**config.mk**
```make
export PLATFORM = sky130hd
export DESIGN_NAME = vtf_filter
export DESIGN_NICKNAME = d
export VERILOG_FILES = /design/src/core/vtf_pkg.sv /design/src/core/vtf_filter.sv /design/src/core/vtf_fifo.sv
export SDC_FILE = /design/constraint.sdc
export NUM_CORES = 1
export LEC_CHECK = 0
export BUFFER_PORTS_ARGS = -buffer_cell sky130_fd_sc_hd__buf_4
export CAP_MARGIN = 20
export CORE_MARGIN = 10
export CORE_UTILIZATION = 45
export CTS_BUF_LIST = sky130_fd_sc_hd__clkbuf_8
export CTS_CLUSTER_DIAMETER = 30
export DETAILED_ROUTE_END_ITERATION = 10
export PLACE_DENSITY = 0.7
export SLEW_MARGIN = 20
export SYNTH_ARGS = -nofsm -noshare
export SYNTH_HDL_FRONTEND = slang
export SYNTH_SLANG_ARGS = --single-unit
```
**constraint.sdc**
```tcl
create_clock -name clock -period 12.05 [get_ports clock]
set_input_delay 1.8075 -clock clock [delete_from_list [all_inputs] [get_ports clock]]
set_output_delay 1.8075 -clock clock [all_outputs]
set_load 0.01 [all_outputs]
```
**src/core/vtf_pkg.sv**
```systemverilog
// vtf_pkg: shared constants and types of the vlan port type tag filter
// assumes: included before any module of the block, nothing imported
package vtf_pkg;

	// tag protocol identifiers
	localparam logic [15:0] TPID_CTAG    = 16'h8100;
	localparam logic [15:0] TPID_STAG    = 16'h88a8;
	localparam logic [15:0] CUSTOM_RESET = 16'h88a8;

	// vlan identifier width, reset pvid and the illegal zero value
	localparam int          VID_W      = 12;
	localparam logic [11:0] PVID_RESET = 12'h001;
	localparam logic [11:0] VID_ZERO   = 12'h000;

	// port type encoding, gray order along the usual path
	typedef enum logic [1:0] {
		PT_UNAWARE = 2'h0,
		PT_CPORT   = 2'h1,
		PT_SPORT   = 2'h3,
		PT_SCUSTOM = 2'h2
	} vtf_port_kind_type;

	// egress tagging setting
	typedef enum logic [1:0] {
		TX_UNTAG_PVID = 2'h0,
		TX_TAG_ALL    = 2'h1,
		TX_UNTAG_ALL  = 2'h2
	} vtf_tx_tag_type;

	localparam vtf_port_kind_type TYPE_RESET = PT_CPORT;
	localparam vtf_tx_tag_type    TX_RESET   = TX_UNTAG_PVID;

	// fifo word layout: {eport, vid, inner, ivid}
	localparam int IVID_LSB  = 0;
	localparam int INNER_BIT = 12;
	localparam int VID_LSB   = 13;
	localparam int EPORT_LSB = 25;

	// fifo depth
	localparam int FIFO_DEPTH = 32;

endpackage

```
**src/core/vtf_filter.sv**
```systemverilog
// vtf_filter: per-port vlan tag classification and egress tag rewriting
// assumes: frame headers arrive parsed, egress port already chosen,
// configuration inputs come from logic on the same clock
// Function
// - untagged frames get a tag carrying the port default vid, then forward
// - unaware port: tpid 8100 frame gains an outer tag, becoming double
// - unaware port: tagged frame with tpid other than 8100 is dropped
// - frames leaving an unaware port carry tpid 8100
// - egress tagging setting decides final tagging after tpid handling
// - customer port: tpid 8100 frames forward without an added tag
// - customer port: tagged frames not tpid 8100 are discarded
// - service ports forward 8100 and own tpid, discard other tags
// - a configurable ethertype serves as custom service port tpid
// - frames leaving a service port carry tpid 88a8, a custom service port its custom ethertype
// - frames leaving a customer port carry tpid 8100
// - port default vid accepts 1 to 4095, resets to 1
// - egress settings: untag default vid, tag all, untag all
`timescale 1ns/1ps
module vtf_filter #(
	parameter int NUM_PORTS = 8,
	parameter int PW        = 3
) (
	input  wire logic                          clock,
	input  wire logic                          rst_n,
	// configuration write
	input  wire logic                          cfg_wr,
	input  wire logic [PW-1:0]                 cfg_port,
	input  vtf_pkg::vtf_port_kind_type         cfg_type,
	input  wire logic [11:0]                   cfg_pvid,
	input  vtf_pkg::vtf_tx_tag_type            cfg_tx_tag,
	input  wire logic                          cus_wr,
	input  wire logic [15:0]                   cus_ethertype,
	// received frame header
	input  wire logic                          in_valid,
	output logic                               in_ready,
	input  wire logic [PW-1:0]                 in_port,
	input  wire logic [PW-1:0]                 in_eport,
	input  wire logic                          in_tagged,
	input  wire logic [15:0]                   in_tpid,
	input  wire logic [11:0]                   in_vid,
	// transmitted frame header
	output logic                               out_valid,
	input  wire logic                          out_ready,
	output logic [PW-1:0]                      out_port,
	output logic                               out_outer_en,
	output logic [15:0]                        out_outer_tpid,
	output logic [11:0]                        out_vid,
	output logic                               out_inner_en,
	output logic [15:0]                        out_inner_tpid,
	output logic [11:0]                        out_inner_vid,
	// status
	output logic                               drop_pulse,
	output logic [15:0]                        drop_count,
	output logic [15:0]                        cus_ethertype_q
);
	localparam int WW = vtf_pkg::EPORT_LSB + PW;

	// refuse port counts the index width cannot address
	initial begin
		if (NUM_PORTS < 1 || (1 << PW) < NUM_PORTS)
			$error("vtf_filter: PW too small for NUM_PORTS");
	end

	// per-port configuration state
	vtf_pkg::vtf_port_kind_type type_q [NUM_PORTS];
	vtf_pkg::vtf_tx_tag_type    tx_q   [NUM_PORTS];
	logic [11:0]                pvid_q [NUM_PORTS];

	// one configuration slot per port; zero pvid is refused
	for (genvar p = 0; p < NUM_PORTS; p++) begin : g_port
		wire sel = cfg_wr & (cfg_port == PW'(p));
		always_ff @(posedge clock or negedge rst_n) begin
			if (!rst_n) begin
				type_q[p] <= vtf_pkg::TYPE_RESET;
				tx_q[p]   <= vtf_pkg::TX_RESET;
				pvid_q[p] <= vtf_pkg::PVID_RESET;
			end else if (sel) begin
				type_q[p] <= cfg_type;
				tx_q[p]   <= cfg_tx_tag;
				if (cfg_pvid != vtf_pkg::VID_ZERO)
					pvid_q[p] <= cfg_pvid;
			end
		end
	end

	// custom service tag ethertype
	always_ff @(posedge clock or negedge rst_n) begin
		if (!rst_n)
			cus_ethertype_q <= vtf_pkg::CUSTOM_RESET;
		else if (cus_wr)
			cus_ethertype_q <= cus_ethertype;
	end

	// ingress lookup by receiving port
	vtf_pkg::vtf_port_kind_type rx_type;
	logic [11:0]                rx_pvid;
	assign rx_type = type_q[in_port];
	assign rx_pvid = pvid_q[in_port];

	// ingress classification
	wire        rx_unaware = (rx_type == vtf_pkg::PT_UNAWARE);
	wire        rx_sport   = (rx_type == vtf_pkg::PT_SPORT);
	wire        rx_custom  = (rx_type == vtf_pkg::PT_SCUSTOM);
	wire        is_ctag    = (in_tpid == vtf_pkg::TPID_CTAG);
	wire [15:0] own_stag   = rx_custom ? cus_ethertype_q : vtf_pkg::TPID_STAG;
	wire        is_stag    = (rx_sport | rx_custom) & (in_tpid == own_stag);
	wire        accept     = !in_tagged | is_ctag | is_stag;
	wire        take       = in_valid & in_ready;
	wire        push       = take & accept;
	wire        drop       = take & !accept;

	// tag carried forward: pvid for untagged or unaware, else frame vid
	wire        use_pvid   = !in_tagged | rx_unaware;
	wire [11:0] push_vid   = use_pvid ? rx_pvid : in_vid;
	wire        push_inner = in_tagged & rx_unaware;
	wire [WW-1:0] push_word = {in_eport, push_vid, push_inner, in_vid};

	// buffer between ingress and egress
	logic          f_valid;
	logic [WW-1:0] f_data;
	wire           pop = f_valid & (!out_valid | out_ready);

	vtf_fifo #(
		.WIDTH (WW),
		.DEPTH (vtf_pkg::FIFO_DEPTH)
	) u_fifo (
		.clock     (clock),
		.rst_n     (rst_n),
		.in_valid  (in_valid & accept),
		.in_ready  (in_ready),
		.in_data   (push_word),
		.out_valid (f_valid),
		.out_ready (pop),
		.out_data  (f_data)
	);

	// egress fields and lookup by transmitting port
	wire [PW-1:0] e_port  = f_data[vtf_pkg::EPORT_LSB +: PW];
	wire [11:0]   e_vid   = f_data[vtf_pkg::VID_LSB +: vtf_pkg::VID_W];
	wire          e_inner = f_data[vtf_pkg::INNER_BIT];
	wire [11:0]   e_ivid  = f_data[vtf_pkg::IVID_LSB +: vtf_pkg::VID_W];
	vtf_pkg::vtf_port_kind_type e_type;
	vtf_pkg::vtf_tx_tag_type    e_tx;
	logic [11:0]                e_pvid;
	assign e_type = type_q[e_port];
	assign e_tx   = tx_q[e_port];
	assign e_pvid = pvid_q[e_port];

	// egress tpid by port type
	logic [15:0] e_tpid;
	always_comb begin
		unique case (e_type)
			vtf_pkg::PT_UNAWARE: e_tpid = vtf_pkg::TPID_CTAG;
			vtf_pkg::PT_CPORT:   e_tpid = vtf_pkg::TPID_CTAG;
			vtf_pkg::PT_SPORT:   e_tpid = vtf_pkg::TPID_STAG;
			vtf_pkg::PT_SCUSTOM: e_tpid = cus_ethertype_q;
		endcase
	end

	// egress tagging setting applied last
	logic e_tag;
	always_comb begin
		case (e_tx)
			vtf_pkg::TX_TAG_ALL:   e_tag = 1'b1;
			vtf_pkg::TX_UNTAG_ALL: e_tag = 1'b0;
			default:               e_tag = (e_vid != e_pvid);
		endcase
	end

	// output header register
	always_ff @(posedge clock or negedge rst_n) begin
		if (!rst_n) begin
			out_valid      <= 1'b0;
			out_port       <= '0;
			out_outer_en   <= 1'b0;
			out_outer_tpid <= vtf_pkg::TPID_CTAG;
			out_vid        <= vtf_pkg::VID_ZERO;
			out_inner_en   <= 1'b0;
			out_inner_tpid <= vtf_pkg::TPID_CTAG;
			out_inner_vid  <= vtf_pkg::VID_ZERO;
		end else if (pop) begin
			out_valid      <= 1'b1;
			out_port       <= e_port;
			out_outer_en   <= e_tag;
			out_outer_tpid <= e_tpid;
			out_vid        <= e_vid;
			out_inner_en   <= e_inner;
			out_inner_tpid <= vtf_pkg::TPID_CTAG;
			out_inner_vid  <= e_ivid;
		end else if (out_ready) begin
			out_valid <= 1'b0;
		end
	end

	// drop pulse and saturating drop counter
	always_ff @(posedge clock or negedge rst_n) begin
		if (!rst_n) begin
			drop_pulse <= 1'b0;
			drop_count <= 16'h0000;
		end else begin
			drop_pulse <= drop;
			if (drop && drop_count != 16'hffff)
				drop_count <= drop_count + 16'h0001;
		end
	end
endmodule

```
**src/core/vtf_fifo.sv**
```systemverilog
// vtf_fifo: synchronous first-in first-out buffer with valid and ready
// assumes: one clock, producer and consumer in the same domain
`timescale 1ns/1ps
module vtf_fifo #(
	parameter int WIDTH = 26,
	parameter int DEPTH = 32
) (
	input  wire logic             clock,
	input  wire logic             rst_n,
	input  wire logic             in_valid,
	output logic                  in_ready,
	input  wire logic [WIDTH-1:0] in_data,
	output logic                  out_valid,
	input  wire logic             out_ready,
	output logic      [WIDTH-1:0] out_data
);
	localparam int AW = $clog2(DEPTH);

	// refuse shapes the pointer wrap cannot serve
	initial begin
		if (DEPTH < 2 || (1 << AW) != DEPTH || WIDTH < 1)
			$error("vtf_fifo: depth must be a power of two");
	end

	logic [WIDTH-1:0] mem [DEPTH];
	logic [AW-1:0]    wr_ptr;
	logic [AW-1:0]    rd_ptr;
	logic [AW:0]      count;
	logic [AW:0]      next_count;
	wire              push = in_valid & in_ready;
	wire              pop  = out_valid & out_ready;

	// occupancy after this cycle
	assign next_count = count + {{AW{1'b0}}, push} - {{AW{1'b0}}, pop};
	assign out_valid  = (count != '0);
	assign out_data   = mem[rd_ptr];

	// pointers, count and registered ready
	always_ff @(posedge clock or negedge rst_n) begin
		if (!rst_n) begin
			wr_ptr   <= '0;
			rd_ptr   <= '0;
			count    <= '0;
			in_ready <= 1'b0;
		end else begin
			wr_ptr   <= wr_ptr + AW'(push);
			rd_ptr   <= rd_ptr + AW'(pop);
			count    <= next_count;
			in_ready <= (next_count != (AW+1)'(DEPTH));
		end
	end

	// storage has no reset
	always_ff @(posedge clock) begin
		if (push)
			mem[wr_ptr] <= in_data;
	end
endmodule

```
==> results_dict.tcl <==
set metrics [dict create \
    outcome "completed" \
    drv_slew 0 \
    clock_skew_ns 0.0541 \
    async_flop_share_pct 20.0 \
    drt_iter0_markers 2679 \
    synth_area_leaders "edfxtp_1 (59%), mux4_2 (15%), dfrtp_1 (11%), mux2_2 (4.3%), mux2i_1 (1.6%)" \
    fp-row-count 116 \
    r2r-start "u_fifo.rd_ptr[0]" \
    grt_antenna_before_repair 6 \
    worstReg2RegEnd "out_outer_en" \
    top_layer "met5" \
    die_w_um 338 \
    cts_tree "done" \
    ios 172 \
    relSlewSlack_pct 21.1 \
    rsz0062_at_grt "false" \
    synth_edf_count 896 \
    wl_per_cell_um 29.3 \
    cts.repair.resized 0 \
    vdd.ir_drop.worst_mv 0.196 \
    worstPathRequired_ns 12.51 \
    numCtsBuffers 209 \
    insertion_delay_ns 0.89 \
    dp_slack_ns 4.61 \
    htree_levels 4 \
    synth_top_area_share_pct 59.1 \
    whs_path_depth 2 \
    dpl.hpwl_um 75300 \
    dr.pass1.iters 5 \
    fp.dieH_um 338 \
    root_buffer "clkbuf_8" \
    min_from "out_outer_tpid[3]" \
    layout.cells.most_common "edfxtp_1" \
    cts_hold_buf 0 \
    p_per_area_mw_per_mm2 253 \
    fin_nets 2674 \
    grt_max_degree 89 \
    cts_buffer_depth 3 \
    crit_arrival_ns 7.01 \
    yosysSeqAreaShare_pct 71.5 \
    setup_viol_count_final 0 \
    synth_area_mm2 0.0455 \
    yosys.area.top_type "edfxtp_1" \
    synth_top_flop_cell "edfxtp_1" \
    dr_wl_met3_um 9640 \
    p_leak_nw 18.5 \
    fp.coreArea_mm2 0.100 \
    hold_violations 0 \
    ys_types 66 \
    worstRegToRegCells 11 \
    whs_endpoint "out_outer_tpid[3]" \
    grt_remaining_overflow 0 \
    wl_met1_um 45300 \
    final_cell_mix "edfxtp_1 (896), mux4_2 (300), clkbuf_8 (221), dfrtp_1 (196), buf_4 (179)" \
    endpoint_kind "flop" \
    hp-class "flop to flop" \
    synth.avg_cell_area_um2 19.8 \
    drtAntennaViolNets 0 \
    drcViolationCount 0 \
    vias_per_cell 5.86 \
    fin_util_pct 53.3 \
    cp-start-kind "input pin" \
    r2r_slack_ns 6.11 \
    grt_usage_pct 21.1 \
    grt_pass1_wl_um 174000 \
    path_class "input pin to flop" \
    place.gp.congestion 0.883 \
    crit_fanout 28 \
    fin_tns_setup_ns 0 \
    synth_cells 2302 \
    worst_slack_ns 5.50 \
    period_minus_slack_ns 6.55 \
    drive_above_1_share_pct 39.1 \
    worst_pin_slew_ns 1.18 \
    post_cts_buffers 0 \
    die_area_mm2 0.114 \
    grt_pass1_vias 25000 \
    path_clk_slew_ns 0.05 \
    ys_warn_count 0 \
    cap_viol_max_count 0 \
    area_delta_synth_final_pct 17.6 \
    cts_sinks 1120 \
    port_buffers 155 \
    wl_met2_um 60700 \
    initial_utilization_pct 45.4 \
    fmax_mhz 153 \
    ys_ff_latch 1120 \
    finalCritPeriodShare_pct 54.4 \
    vias 24200 \
    routed_wl_um 121000 \
]
## cells by family after synthesis
group | share of synthesized area, %
buf+inv | 1.60
fa+ha+maj | 0.429
flops | 71.5
xor+xnor | 0.731
other cells | 0.0165
compound gates | 2.08
mux | 20.8
simple gates | 2.88
## synth_stat cells (all sizes together) (5+ instances only)
master / count
mux4: 300
mux2: 173
nor2: 75
nor3: 20
dfstp: 23
a22o: 11
nand2b: 6
xnor2: 20
ha: 14
nor4: 11
a31oi: 6
o22ai: 18
nand3b: 8
nand2: 88
xor2: 18
buf: 66
clkbuf: 67
nand3: 18
inv: 26
o21ai: 46
nor2b: 7
nand4: 8
mux2i: 74
and3: 10
dfrtp: 201
a21oi: 30
edfxtp: 896
o2111ai: 5
o21a: 5
## worst max path at each step
stage	from	end	cells past startpoint
floorplan	in_port[1]	u_fifo.mem[30][0]	10
global placement	in_port[0]	u_fifo.mem[16][14]	10
detailed placement	in_port[0]	u_fifo.mem[21][14]	10
CTS	in_port[0]	u_fifo.mem[21][15]	10
global route	in_port[0]	u_fifo.mem[21][15]	10
finish	in_port[0]	u_fifo.mem[21][15]	10
## stage by stage
step / instance area (um^2) / instances / power [mW] / hold WS [ns]
floorplan: 45600 / 2316 / 7.64 / 0.461
detailed placement: 48500 / 3725 / 9.40 / 0.466
finish: 53500 / 4127 / 13.5 / 0.473
CTS: 53400 / 4117 / 13.6 / 0.477
global placement: 48500 / 3723 / 9.29 / 0.458
global route: 53500 / 4122 / 14.0 / 0.498
## where the power goes
| group | switching, mW | internal, mW |
|---|---|---|
| sequential | 0.310 | 4.64 |
| combinational | 2.55 | 1.87 |
| clock | 1.69 | 2.47 |
## layout make-up
type                            count  area [um^2]
Antenna cell                        6         15.0
Clock buffer                      221         3040
Clock inverter                    171         1820
Fill cell                        7611        46800
Inverter                           26         97.6
Multi-Input combinational cell   1037        12700
Sequential cell                  1120        32600
Tap cell                         1357         1700
Timing Repair Buffer              189         1560
## sequential cells by signal (all words and copies together), names as in the netlist
register,count
cus_ethertype_q,16
out_outer_tpid,16
out_inner_vid,12
out_outer_en,1
tx_q,16
out_valid,1
u_fifo.rd_ptr,5
u_fifo.wr_ptr,5
pvid_q,96
out_inner_en,1
u_fifo.count,6
drop_pulse,1
u_fifo.in_ready,1
drop_count,16
out_port,3
u_fifo.mem,896
out_vid,12
type_q,16
## per-layer routing
| metal | track usage [%] | up-vias |
|---|---|---|
| li1 | - | 9970 |
| met3 | 4.61 | 254 |
| met1 | 26.1 | 12800 |
| met5 | 0 | - |
| met4 | 9.65 | 2 |
| met2 | 35.5 | 1185 |
## critical path, stage by stage
cell and delay, ns:
buf_4 0.47, mux4_2 0.60, or3b_4 0.43, and2_4 0.20
or4_1 0.53, a2111oi_1 0.46, a31oi_1 0.34, nor3_1 0.37
nand2_1 0.75, nor2_4 1.00
Power figures use the tool's default switching activity.
